--- config.mk ---
export PLATFORM = sky130hd
export DESIGN_NAME = acr_config_regs
export DESIGN_NICKNAME = d
export VERILOG_FILES = /design/src/rtl/acr_pkg.sv /design/src/rtl/acr_pin_if.sv /design/src/rtl/acr_pin_stage.sv /design/src/rtl/acr_config_regs.sv
export SDC_FILE = /design/constraint.sdc
export NUM_CORES = 1
export LEC_CHECK = 0
export BUFFER_PORTS_ARGS = -buffer_cell sky130_fd_sc_hd__buf_4
export CAP_MARGIN = 10
export CORE_MARGIN = 10
export CORE_UTILIZATION = 35
export CTS_BUF_LIST = sky130_fd_sc_hd__clkbuf_16
export DETAILED_ROUTE_END_ITERATION = 8
export GPL_TIMING_DRIVEN = 1
export MAX_ROUTING_LAYER = met4
export PLACE_DENSITY = 0.65
export SLEW_MARGIN = 30
export SYNTH_ARGS = -nofsm -noshare
export SYNTH_HDL_FRONTEND = slang
export SYNTH_HIERARCHICAL = 1
export SYNTH_SLANG_ARGS = --single-unit
--- constraint.sdc ---
create_clock -name CLOCK -period 1.65 [get_ports CLOCK]
set_input_delay 0.0825 -clock CLOCK [delete_from_list [all_inputs] [get_ports CLOCK]]
set_output_delay 0.0825 -clock CLOCK [all_outputs]
set_load 0.02 [all_outputs]
--- src/rtl/acr_pkg.sv ---
// Constants and types shared by the converter configuration register group.
package acr_pkg;

  localparam int          NUM_CH          = 8;
  localparam int          ADDR_W          = 8;
  localparam int          DATA_W          = 8;

  // Register addresses.
  localparam logic [7:0]  ADDR_AVG_CFG    = 8'h03;
  localparam logic [7:0]  ADDR_MODE_CFG   = 8'h04;
  localparam logic [7:0]  ADDR_FUNC_CFG   = 8'h05;
  localparam logic [7:0]  ADDR_DIR_CFG    = 8'h07;
  localparam logic [7:0]  ADDR_DRIVE_CFG  = 8'h09;
  localparam logic [7:0]  ADDR_LEVEL_VAL  = 8'h0B;
  localparam logic [7:0]  ADDR_INPUT_VAL  = 8'h0D;

  // Reset value of every register in the group.
  localparam logic [7:0]  REG_RESET       = 8'h00;

  // Averaging configuration fields.
  localparam int          AVG_DEPTH_LSB   = 0;
  localparam int          AVG_DEPTH_W     = 3;

  // Operating mode fields.
  localparam int          HALT_ERR_BIT    = 7;
  localparam int          TRIG_LSB        = 5;
  localparam int          TRIG_W          = 2;
  localparam int          OSC_BIT         = 4;
  localparam int          DIV_LSB         = 0;
  localparam int          DIV_W           = 4;

  // Conversion trigger codes; the two upper codes are reserved.
  localparam logic [1:0]  TRIG_HOST       = 2'h0;
  localparam logic [1:0]  TRIG_AUTO       = 2'h1;

  typedef enum logic [0:0] {
    ACR_SEQ_RUN   = 1'b0,
    ACR_SEQ_PAUSE = 1'b1
  } acr_seq_t;

endpackage : acr_pkg

--- src/rtl/acr_pin_if.sv ---
// Carrier for pin configuration passed from the register bank to the pin stage.
`timescale 1ns/10ps
interface acr_pin_if;
  logic [7:0] func;
  logic [7:0] dir;
  logic [7:0] drive;
  logic [7:0] level;
  logic       force_analog;

  modport cfg (output func, output dir, output drive, output level, output force_analog);
  modport pin (input func, input dir, input drive, input level, input force_analog);
endinterface : acr_pin_if

--- src/rtl/acr_pin_stage.sv ---
// Per-channel pin driver: analog or digital role, direction and drive type.
`timescale 1ns/10ps
module acr_pin_stage
  import acr_pkg::*;
(
  // Clock and reset
  input  wire logic              clk,
  input  wire logic              reset_n,
  // Configuration
  acr_pin_if.pin                 cfg,
  // Pin side
  output logic [NUM_CH-1:0]      pin_out,
  output logic [NUM_CH-1:0]      pin_oe,
  output logic [NUM_CH-1:0]      ch_analog
);

  logic [NUM_CH-1:0] drv_en;

  // A forced state overrides function and direction, yet leaves the stored setup untouched.
  always_comb begin
    drv_en = cfg.func & cfg.dir & {NUM_CH{~cfg.force_analog}};
  end

  always_ff @(posedge clk or negedge reset_n) begin
    if (!reset_n) begin
      ch_analog <= '1;
    end else begin
      ch_analog <= cfg.force_analog ? '1 : ~cfg.func;
    end
  end

  // Open-drain lets go of the pin for a high level so the external pull-up sets it.
  always_ff @(posedge clk or negedge reset_n) begin
    if (!reset_n) begin
      pin_oe  <= '0;
      pin_out <= '0;
    end else begin
      pin_oe  <= drv_en & (cfg.drive | ~cfg.level);
      pin_out <= drv_en & cfg.level;
    end
  end
endmodule : acr_pin_stage

--- src/rtl/acr_config_regs.sv ---
// Configuration register group: averaging, operating mode and channel pin setup.
`timescale 1ns/10ps
module acr_config_regs
  import acr_pkg::*;
(
  // Clock and reset
  input  wire logic                          CLOCK,
  input  wire logic                          RESET_N,
  // Register access
  input  wire logic [acr_pkg::ADDR_W-1:0]    REG_ADDR,
  input  wire logic                          REG_WR,
  input  wire logic [acr_pkg::DATA_W-1:0]    REG_WDATA,
  input  wire logic                          REG_RD,
  output logic [acr_pkg::DATA_W-1:0]         REG_RDATA,
  output logic                               REG_RVALID,
  // Device control
  input  wire logic                          SW_RESET,
  input  wire logic                          CHECK_ERROR,
  input  wire logic                          FORCE_ALL_ANALOG,
  // Conversion setup
  output logic [acr_pkg::AVG_DEPTH_W-1:0]    AVG_DEPTH,
  output logic                               TRIG_AUTONOMOUS,
  output logic                               OSC_LOW_POWER,
  output logic [acr_pkg::DIV_W-1:0]          SAMPLE_DIV,
  output logic                               SEQ_ENABLE,
  // Channel pins
  input  wire logic [acr_pkg::NUM_CH-1:0]    PIN_IN,
  output logic [acr_pkg::NUM_CH-1:0]         PIN_OUT,
  output logic [acr_pkg::NUM_CH-1:0]         PIN_OE,
  output logic [acr_pkg::NUM_CH-1:0]         CH_ANALOG
);

  import acr_pkg::*;

  logic [AVG_DEPTH_W-1:0] avg_q;
  logic [DATA_W-1:0]      mode_q;
  logic [NUM_CH-1:0]      func_q;
  logic [NUM_CH-1:0]      dir_q;
  logic [NUM_CH-1:0]      drive_q;
  logic [NUM_CH-1:0]      level_q;
  logic [NUM_CH-1:0]      pin_in_q;
  logic [DATA_W-1:0]      rdata_d;
  logic [ADDR_W-1:0]      rd_addr_q;
  logic                   halt_req;
  acr_seq_t               seq_q;
  acr_seq_t               seq_d;

  acr_pin_if pin_cfg ();

  function automatic logic wr_hit(input logic [ADDR_W-1:0] a);
    wr_hit = REG_WR && (REG_ADDR == a);
  endfunction : wr_hit

  // Only code one starts the internal machine, so the reserved codes behave like host start.
  function automatic logic is_auto(input logic [DATA_W-1:0] m);
    is_auto = (m[TRIG_LSB +: TRIG_W] == TRIG_AUTO);
  endfunction : is_auto

  // Writes to unassigned addresses simply match no register below.
  always_ff @(posedge CLOCK or negedge RESET_N) begin
    if (!RESET_N) begin
      avg_q <= REG_RESET[AVG_DEPTH_W-1:0];
    end else if (SW_RESET) begin
      avg_q <= REG_RESET[AVG_DEPTH_W-1:0];
    end else if (wr_hit(ADDR_AVG_CFG)) begin
      avg_q <= REG_WDATA[AVG_DEPTH_LSB +: AVG_DEPTH_W];
    end
  end

  always_ff @(posedge CLOCK or negedge RESET_N) begin
    if (!RESET_N) begin
      mode_q <= REG_RESET;
    end else if (SW_RESET) begin
      mode_q <= REG_RESET;
    end else if (wr_hit(ADDR_MODE_CFG)) begin
      mode_q <= REG_WDATA;
    end
  end

  always_ff @(posedge CLOCK or negedge RESET_N) begin
    if (!RESET_N) begin
      func_q  <= REG_RESET;
      dir_q   <= REG_RESET;
      drive_q <= REG_RESET;
      level_q <= REG_RESET;
    end else if (SW_RESET) begin
      func_q  <= REG_RESET;
      dir_q   <= REG_RESET;
      drive_q <= REG_RESET;
      level_q <= REG_RESET;
    end else begin
      if (wr_hit(ADDR_FUNC_CFG)) begin
        func_q <= REG_WDATA;
      end
      if (wr_hit(ADDR_DIR_CFG)) begin
        dir_q <= REG_WDATA;
      end
      if (wr_hit(ADDR_DRIVE_CFG)) begin
        drive_q <= REG_WDATA;
      end
      if (wr_hit(ADDR_LEVEL_VAL)) begin
        level_q <= REG_WDATA;
      end
    end
  end

  always_ff @(posedge CLOCK or negedge RESET_N) begin
    if (!RESET_N) begin
      pin_in_q <= '0;
    end else begin
      pin_in_q <= PIN_IN;
    end
  end

  always_comb begin
    case (REG_ADDR)
      ADDR_AVG_CFG:   rdata_d = {{(DATA_W-AVG_DEPTH_W){1'b0}}, avg_q};
      ADDR_MODE_CFG:  rdata_d = mode_q;
      ADDR_FUNC_CFG:  rdata_d = func_q;
      ADDR_DIR_CFG:   rdata_d = dir_q;
      ADDR_DRIVE_CFG: rdata_d = drive_q;
      ADDR_LEVEL_VAL: rdata_d = level_q;
      ADDR_INPUT_VAL: rdata_d = pin_in_q;
      default:        rdata_d = 8'h00;
    endcase
  end

  always_ff @(posedge CLOCK or negedge RESET_N) begin
    if (!RESET_N) begin
      REG_RDATA  <= 8'h00;
      REG_RVALID <= 1'b0;
      rd_addr_q  <= 8'h00;
    end else begin
      REG_RVALID <= REG_RD;
      if (REG_RD) begin
        REG_RDATA <= rdata_d;
        rd_addr_q <= REG_ADDR;
      end
    end
  end

  // The pause is a mask, not a rewrite, so clearing the error restores the old pin setup.
  always_comb begin
    halt_req = mode_q[HALT_ERR_BIT] && CHECK_ERROR;
    seq_d    = halt_req ? ACR_SEQ_PAUSE : ACR_SEQ_RUN;
  end

  always_ff @(posedge CLOCK or negedge RESET_N) begin
    if (!RESET_N) begin
      seq_q <= ACR_SEQ_RUN;
    end else begin
      seq_q <= seq_d;
    end
  end

  always_ff @(posedge CLOCK or negedge RESET_N) begin
    if (!RESET_N) begin
      SEQ_ENABLE <= 1'b1;
    end else begin
      case (seq_d)
        ACR_SEQ_RUN:   SEQ_ENABLE <= 1'b1;
        ACR_SEQ_PAUSE: SEQ_ENABLE <= 1'b0;
        default:       SEQ_ENABLE <= 1'b1;
      endcase
    end
  end

  // Derived outputs lag the registers by one clock so that each port leaves a flop.
  always_ff @(posedge CLOCK or negedge RESET_N) begin
    if (!RESET_N) begin
      AVG_DEPTH       <= '0;
      TRIG_AUTONOMOUS <= 1'b0;
      OSC_LOW_POWER   <= 1'b0;
      SAMPLE_DIV      <= '0;
    end else begin
      AVG_DEPTH       <= avg_q;
      TRIG_AUTONOMOUS <= is_auto(mode_q);
      OSC_LOW_POWER   <= mode_q[OSC_BIT];
      SAMPLE_DIV      <= is_auto(mode_q) ? mode_q[DIV_LSB +: DIV_W] : '0;
    end
  end

  assign pin_cfg.func         = func_q;
  assign pin_cfg.dir          = dir_q;
  assign pin_cfg.drive        = drive_q;
  assign pin_cfg.level        = level_q;
  assign pin_cfg.force_analog = FORCE_ALL_ANALOG || (seq_q == ACR_SEQ_PAUSE);

  acr_pin_stage u_pins (
    .clk       (CLOCK),
    .reset_n   (RESET_N),
    .cfg       (pin_cfg),
    .pin_out   (PIN_OUT),
    .pin_oe    (PIN_OE),
    .ch_analog (CH_ANALOG)
  );
endmodule : acr_config_regs

==> results of run 1 <==
-- power breakdown --
part | internal (mW) | switching (mW)
clock network | 1.30 | 0.824
logic | 0.123 | 0.170
registers | 2.34 | 0.00669
-- cell families (layout without fill, tap and decap cells) --
group	after synthesis	in the layout	share of synthesized area [%]
compound gates	33	33	5.70
buf+inv	29	129	2.99
mux	60	60	14.8
simple gates	112	112	17.7
flops	95	95	58.8
-- sequential cells by signal (all words and copies together) (netlist names), 3 cells and up --
signal,cells
mode_q,8
u_pins/pin_out,8
REG_RDATA,8
u_pins/pin_oe,8
u_pins/ch_analog,8
AVG_DEPTH,3
drive_q,8
avg_q,3
func_q,8
dir_q,8
level_q,8
SAMPLE_DIV,4
pin_in_q,8
-- area by class of cell --
cell class | count | area share (%)
Sequential cell | 95 | 45.2
Multi-Input combinational cell | 205 | 29.4
Timing Repair Buffer | 103 | 15.4
Clock buffer | 9 | 4.27
Tap cell | 143 | 3.39
Clock inverter | 6 | 1.47
Inverter | 11 | 0.782
-- worst max-delay path: stages, from the launching register on --
cell	delay, ps
dfrtp_1	430
mux2_2	280
and4_1	190
a2111oi_0	300
o22ai_1	110
-- synth_stat cells (all sizes together) (7+ instances only) --
master,n
dfrtp,86
mux2i,58
nor2,45
o22ai,14
nor2b,12
inv,11
nand2b,11
clkbuf,10
dfstp,9
buf,8
nor3b,8
and4b,7
-- through the flow --
step | power, mW | hold slack (ps)
after detailed placement | 2.67 | 50.9
after global placement | 2.66 | 50.8
after floorplan | 2.51 | -213
after global routing | 4.94 | 28.6
after CTS | 4.82 | 14.0
final | 4.77 | 17.3
-- final timing paths --
path,startpoint,endpoint,slack [ps],depth (start not counted)
worst min-delay path,REG_WDATA[3],level_q[3]$_DFFE_PN0P_,20,3
max in group asynchronous,RESET_N,u_pins/ch_analog[1]$_DFF_PN1_,750,3
worst max register to register,func_q[2]$_DFFE_PN0P_,REG_RDATA[2]$_DFFE_PN0P_,200,4
min in group asynchronous,RESET_N,mode_q[3]$_DFFE_PN0P_,220,2
worst max-delay path,func_q[2]$_DFFE_PN0P_,REG_RDATA[2]$_DFFE_PN0P_,200,4
worst min register to register,avg_q[1]$_DFFE_PN0P_,AVG_DEPTH[1]$_DFF_PN0_,410,0
-- timing repair --
action / CTS / global route
endpoints found under the hold margin: 39 / 0
hold buffers: 11 / 0
setup endpoints to repair: 0 / 0
-- metal layers --
layer / vias to the layer above / track usage (%)
met4: 0 / 4.24
met2: 85 / 20.5
met3: 14 / 3.89
met5: - / -
li1: 1336 / -
met1: 1429 / 16.8
==> impl_metrics.toml, run 1 <==
[cts]
cts_resized = 0
numCtsBuffers = 9
cts_max_path_buffers = 2
root_buffer = "clkbuf_16"
cts_max_level = 3
cts.sinks = 95
tritoncts = "yes"
insertion_delay_ps = 350
clk_pin_slew_ps = 70
post_cts_buffers = 0

[run_status]
status = "finished, final reports clean"

[finish]
multiInputGateArea_sq_mm = 0.00155
drive_above_1_share_pct = 30.5
regArea_sq_mm = 0.00239
syn_to_final_growth_pct = 29.9
layout_commonest_cell = "buf_4"
final_util_pct = 46.4
num_antenna_cells = 0
stdcell_area_sq_mm = 0.00528
final_cell_mix = "buf_4 (91), dfrtp_1 (86), mux2i_1 (58)"
num-nets-final = 456
instances_no_fill = 572
fill_cells = 1066

[logic_synthesis]
synth_warnings = 6
synth_cell_types = 38
synthFlopType = "dfrtp_1"
synth_nets = 360
ys_seq_area_share_pct = 58.8
synthArstFlopShare_pct = 100
synth_area_leaders = "dfrtp_1 (53%), mux2i_1 (14%), dfstp_2 (5.8%)"
synth.top_cell.area_share_pct = 53.0
yosys_register_bits = 95
synth_edf_count = 0
netlist_instances = 329
syn_area_sq_mm = 0.00406
avgSynthCellArea_sq_um = 12.4
yosys.area.top_type = "dfrtp_1"

[drt]
drtIter0Drc = 236
wl_met1_mm = 4.60
vias = 2864
drt-total-wl_mm = 10.3
wl_per_cell_um = 18.1
route.detailed.drc = 0
wl_met2_mm = 4.91
via_per_inst = 5.01
ant_nets = 0
drt_first_pass_iters = 4
met3_length_um = 668
top_layer_used = "met4"

[grt]
grt_use_total_pct = 13.4
grt_overflow = 0
grt_pass1_vias = 3064
grt_pass1_wl_mm = 16.9
grt_start_max_net_pins = 46
antenna_found_initial = 0

[timing]
hold_viol_final = 0
relSlewSlack_pct = 68.4
maxSlewViolCount = 0
rsz0062_at_grt = "false"
setup_tns_ps = 0
setup-violations-final = 0
fin_ws_ps = 197
clock_skew_ps = 8.41
tightest_slew_ps = 473
min_period_over_period_pct = 88.1
fmax_ghz = 0.688
fin_crit_ps = 1450

[floorplanning]
dieArea_sq_mm = 0.0163
start_util_pct = 35.7
rows = 39
io-pin-count = 74
dieWidth_um = 128
core_area_sq_mm = 0.0114
die_h_um = 128

[place]
io_buffers = 73
hpwl_mm = 7.33
preCtsSetupSlack_ps = 176
globalplace.congestion = 0.847
dp.cells = 546
detailed_place.area_sq_mm = 0.00487

[setup_path]
cp.arrival_ps = 1660
worstPathMaxFanout = 4
critPathLaunchType = "register"
endpoint_kind = "register"
required_ps = 1860
path_class = "reg -> reg"

[power]
peakVddDrop_mv = 0.608
power_density_mw_per_mm2 = 904
leakage_nw = 2.82

[run]
maxCapViolations = 0

[worst_hold_path]
holdCritPathClass = "in -> reg"
Note: power is estimated with default switching activity, not from simulation.
==> inputs of run 2 (changes only) <==
--- a/config.mk
+++ b/config.mk
@@ -13,7 +13,7 @@
 export DETAILED_ROUTE_END_ITERATION = 8
 export GPL_TIMING_DRIVEN = 1
 export MAX_ROUTING_LAYER = met4
-export PLACE_DENSITY = 0.65
+export PLACE_DENSITY = 0.66
 export SLEW_MARGIN = 30
 export SYNTH_ARGS = -nofsm -noshare
 export SYNTH_HDL_FRONTEND = slang
==> run 2 against run 1 <==
Effect of this change: non-clock buffer count fell by 3; total power decreased by 3.3%; first-iteration DRC count fell by 15%; die area did not move; combinational power about the same; via count decreased by 1.2%; sequential power barely moved; clock power down 8%; worst hold slack improved by 16 ps; cell area is 0.71% lower; worst setup slack improved by 60 ps; flip-flop and latch count stayed put; critical endpoint is now REG_RDATA[6]$_DFFE_PN0P_; largest cell class unchanged; largest power group unchanged.
==> impl_metrics.toml, run 2 (synthesized netlist as in run 1, its figures left out) <==
[run_status]
status = "finished, final reports clean"

[grt]
antenna_found_initial = 0
grt_overflow = 0
grt_pass1_vias = 3068
grt_pass1_wl_mm = 16.5
grt_use_total_pct = 13.2
grt_start_max_net_pins = 44

[cts]
numCtsBuffers = 9
post_cts_buffers = 0
clk_pin_slew_ps = 60
tritoncts = "yes"
insertion_delay_ps = 340
cts_max_path_buffers = 2
cts_max_level = 3
root_buffer = "clkbuf_16"
cts.sinks = 95

[timing]
fin_crit_ps = 1390
clock_skew_ps = 9.36
maxSlewViolCount = 0
hold_viol_final = 0
tightest_slew_ps = 511
relSlewSlack_pct = 65.8
rsz0062_at_grt = "false"
min_period_over_period_pct = 84.4
fmax_ghz = 0.718
setup-violations-final = 0
setup_tns_ps = 0

[setup_path]
cp_num_buf_inv = 0
cp_cell_sequence = "mux2_2 -> and3_1 -> nor3_1 -> o22ai_1"
critPathLaunchType = "register"
required_ps = 1860
slowest_delay_ps = 430
cp.arrival_ps = 1600
path_delay_family = "simple AND/OR/NAND/NOR gates"
path_class = "reg -> reg"
endpoint_kind = "register"
worstPathMaxFanout = 4
critical_path.slowest_cell = "dfrtp_1"

[power]
p_sw_share_pct = 21.6
clkPwrFrac_pct = 42.7
peakVddDrop_mv = 0.601
internal_power_mw = 3.62
power_density_mw_per_mm2 = 880
p_seq_share_pct = 51.0
combPwrFrac_pct = 6.4
leakage_nw = 2.80
switching_power_mw = 0.998

[finish]
final_cell_mix = "buf_4 (88), dfrtp_1 (86), mux2i_1 (58)"
num-nets-final = 453
layout_commonest_cell = "buf_4"
syn_to_final_growth_pct = 29.0
final_util_pct = 46.1
num_antenna_cells = 0
drive_above_1_share_pct = 30.2
stdcell_area_sq_mm = 0.00524

[floorplanning]
rows = 39
io-pin-count = 74
core_area_sq_mm = 0.0114
start_util_pct = 35.7
dieWidth_um = 128
die_h_um = 128
dieArea_sq_mm = 0.0163

[drt]
vias = 2830
route.detailed.drc = 0
ant_nets = 0
wl_per_cell_um = 18.3
drt-total-wl_mm = 10.4
drtIter0Drc = 201
via_per_inst = 4.96
drt_first_pass_iters = 4

[run]
maxCapViolations = 0

[place]
io_buffers = 73
globalplace.congestion = 0.798
hpwl_mm = 7.47
detailed_place.area_sq_mm = 0.00484

[worst_hold_path]
holdCritPathClass = "in -> reg"
## run 2: changes by cell type in the layout (fill, tap and decap cells not counted)
cell / delta
a2111oi_0: -1
bufinv_16: -1
a2111oi_2: +1
buf_4: -3
inv_1: +1
clkinv_2: +1
## run 2: cell type report
cell class / count / area [sq um]
well taps: 143 / 179
fillers: 1018 / 6130
repair buffers: 100 / 791
inverters: 11 / 41.3
flip-flops and latches: 95 / 2390
clock buffers: 9 / 225
multi-input cells: 205 / 1560
clock inverters: 7 / 56.3
## run 2: timing repair
item	4_1_cts	5_1_grt
resized for setup	0	2
hold buffers	11	0
hold endpoints to repair	33	0
setup endpoints to repair	0	1
## run 2: worst paths after layout
path                                             from                         end  slack [ps]  depth (start not counted)
worst max-delay path            func_q[6]$_DFFE_PN0P_    REG_RDATA[6]$_DFFE_PN0P_         260                          4
worst min-delay path                     REG_WDATA[4]      level_q[4]$_DFFE_PN0P_          30                          3
worst max register to register  func_q[6]$_DFFE_PN0P_    REG_RDATA[6]$_DFFE_PN0P_         260                          4
worst min register to register   avg_q[0]$_DFFE_PN0P_      AVG_DEPTH[0]$_DFF_PN0_         400                          0
max in group asynchronous                     RESET_N        SEQ_ENABLE$_DFF_PN1_         800                          3
min in group asynchronous                     RESET_N  u_pins/pin_oe[3]$_DFF_PN0_         200                          2
## run 2: through the flow
step / std cells / total power, mW / hold WS (ps) / setup WS (ps)
5_1_grt: 570 / 4.76 / 41.1 / 155
3_3_place_gp: 543 / 2.66 / 18.2 / 118
2_1_floorplan: 329 / 2.51 / -213 / 258
3_5_place_dp: 543 / 2.67 / 17.9 / 111
6_report: 570 / 4.61 / 33.4 / 257
4_1_cts: 570 / 4.65 / 25.6 / 90.5
## run 2: power groups by stage
stage / logic [mW] / registers [mW] / clock network [mW]
after floorplan: 0.114 / 2.39 / 0
after global placement: 0.272 / 2.39 / 0
after detailed placement: 0.277 / 2.39 / 0
after CTS: 0.299 / 2.35 / 2.01
after global routing: 0.323 / 2.35 / 2.09
final: 0.294 / 2.35 / 1.97
## run 2: worst register-to-register path: stages (launching register included)
cell and delay, ps:
dfrtp_1 430, mux2_2 280, and3_1 180, nor3_1 270, o22ai_1 110
## run 2: metal layers
layer,global-route usage [%],routed length [um]
met3,2.94,751
met5,-,0
met4,4.97,162
met1,17.0,4610
met2,20.0,4880
==> inputs of run 3 (changes only) <==
==> constraint.sdc (replaced) <==
create_clock -name CLOCK -period 1.35 [get_ports CLOCK]
set_input_delay 0.0675 -clock CLOCK [delete_from_list [all_inputs] [get_ports CLOCK]]
set_output_delay 0.0675 -clock CLOCK [all_outputs]
set_load 0.02 [all_outputs]
==> run 3 against run 2 <==
Effect of this change: non-clock buffer count up 15; first-iteration DRC count down 22%; critical endpoint is now REG_RDATA[2]$_DFFE_PN0P_; worst setup slack worse by 190 ps; via count up 4.7%; register-to-register slack worse by 190 ps; largest power group unchanged; critical path depth unchanged; flip-flop and latch count unchanged; cell count up 2.5%.
==> impl_metrics.toml, run 3 (synthesized netlist as in run 1, its figures left out) <==
[drt]
vias = 2962
ant_nets = 0
drt_first_pass_iters = 4
via_per_inst = 5.07
drt-total-wl_mm = 10.7
route.detailed.drc = 0
wl_per_cell_um = 18.3
drtIter0Drc = 157

[setup_path]
worstPathMaxFanout = 2
required_ps = 1560
cp.arrival_ps = 1490
endpoint_kind = "register"
r2r-start = "dir_q[2]$_DFFE_PN0P_"
worstRegToRegCells = 4
critPathLaunchType = "register"
path_class = "reg -> reg"
rr_endpoint = "REG_RDATA[2]$_DFFE_PN0P_"
reg2reg_slack_ps = 70

[cts]
numCtsBuffers = 9
root_buffer = "clkbuf_16"
cts_max_level = 3
cts_max_path_buffers = 2
clk_pin_slew_ps = 70
tritoncts = "yes"
cts.sinks = 95
insertion_delay_ps = 350

[grt]
grt_start_max_net_pins = 48
grt_pass1_vias = 3165
grt_pass1_wl_mm = 17.3
antenna_found_initial = 0
grt_use_total_pct = 13.9
grt_overflow = 0

[timing]
hold_ws_ps = 2.88
setup-violations-final = 0
relSlewSlack_pct = 65.0
fin_crit_ps = 1280
fmax_ghz = 0.779
hold_viol_final = 0
rsz0062_at_grt = "false"
min_period_over_period_pct = 95.0
clock_skew_ps = 10.5
fin_ws_ps = 66.9
tightest_slew_ps = 522
maxSlewViolCount = 0

[floorplanning]
die_h_um = 128
rows = 39
start_util_pct = 35.7
core_area_sq_mm = 0.0114
dieWidth_um = 128
dieArea_sq_mm = 0.0163
io-pin-count = 74

[finish]
num-nets-final = 468
stdcell_area_sq_mm = 0.00547
fill_cells = 1033
syn_to_final_growth_pct = 34.7
num_antenna_cells = 0
layout_commonest_cell = "buf_4"
drive_above_1_share_pct = 33.3
final_cell_mix = "buf_4 (99), dfrtp_1 (86), mux2i_1 (58)"
instances_no_fill = 584

[place]
io_buffers = 73
globalplace.congestion = 0.837
detailed_place.area_sq_mm = 0.00499
dp.cells = 557
hpwl_mm = 7.74
preCtsSetupSlack_ps = -272

[power]
power_density_mw_per_mm2 = 1110
peakVddDrop_mv = 1.03
leakage_nw = 2.92
power_mw = 6.05

[worst_hold_path]
holdCritPathClass = "in -> reg"
hp-start = "REG_WDATA[6]"
hold_end = "func_q[6]$_DFFE_PN0P_"
worstHoldPathCells = 3

[run]
maxCapViolations = 0

[run_status]
status = "finished, final reports clean"
-- run 3: cell count changes in the layout (fill, tap and decap cells not counted), moves of 2 or more --
cell	delta
clkinv_2	-2
buf_12	+3
bufinv_16	+2
buf_4	+11
-- run 3: routing by layer --
metal	global-route usage [%]	part of all wire (%)
met1	18.1	46
met4	5.03	1.6
met3	3.47	4.1
met5	-	0
met2	20.7	48
-- run 3: worst max path at each step --
| stage | startpoint | end |
|---|---|---|
| after floorplan | REG_ADDR[0] | level_q[0]$_DFFE_PN0P_ |
| after detailed placement | REG_ADDR[3] | dir_q[1]$_DFFE_PN0P_ |
| final | dir_q[2]$_DFFE_PN0P_ | REG_RDATA[2]$_DFFE_PN0P_ |
| after global placement | REG_ADDR[3] | dir_q[1]$_DFFE_PN0P_ |
| after CTS | dir_q[6]$_DFFE_PN0P_ | REG_RDATA[6]$_DFFE_PN0P_ |
| after global routing | func_q[0]$_DFFE_PN0P_ | REG_RDATA[0]$_DFFE_PN0P_ |
-- run 3: repair_timing --
action | 4_1_cts | 5_1_grt
pin swaps | 0 | 0
resized for setup | 2 | 6
buffers inserted | 0 | 0
setup endpoints to repair | 1 | 16
cloned | 0 | 0
endpoints found under the hold margin | 100 | 0
hold buffers | 12 | 0
-- run 3: where the power goes --
group | total (mW) | switching [mW] | internal, mW
clock | 2.79 | 1.01 | 1.78
sequential | 2.87 | 0.00625 | 2.86
combinational | 0.391 | 0.221 | 0.169
total | 6.05 | 1.24 | 4.81
-- run 3: stage by stage --
step	util, %	TNS [ps]
CTS	47.8	0
floorplan	-	-494
global route	48.1	0
finish	48.1	0
global placement	43.9	-4350
detailed placement	43.9	-5230
-- run 3: worst max-delay path, cell delays in order, from the launching register on --
cell	delay, ps
dfrtp_1	380
mux2_2	270
and4_4	200
a2111oi_4	190
o22ai_1	100
-- run 3: cell type report --
cell class	instances	area, sq um	share of cell area [%]
inverter	11	41.3	0.754
clock inverter	6	103	1.87
tap	143	179	3.27
sequential	95	2390	43.6
clock buffer	9	225	4.12
multi-input combinational	205	1590	29.1
timing repair buffer	115	943	17.2
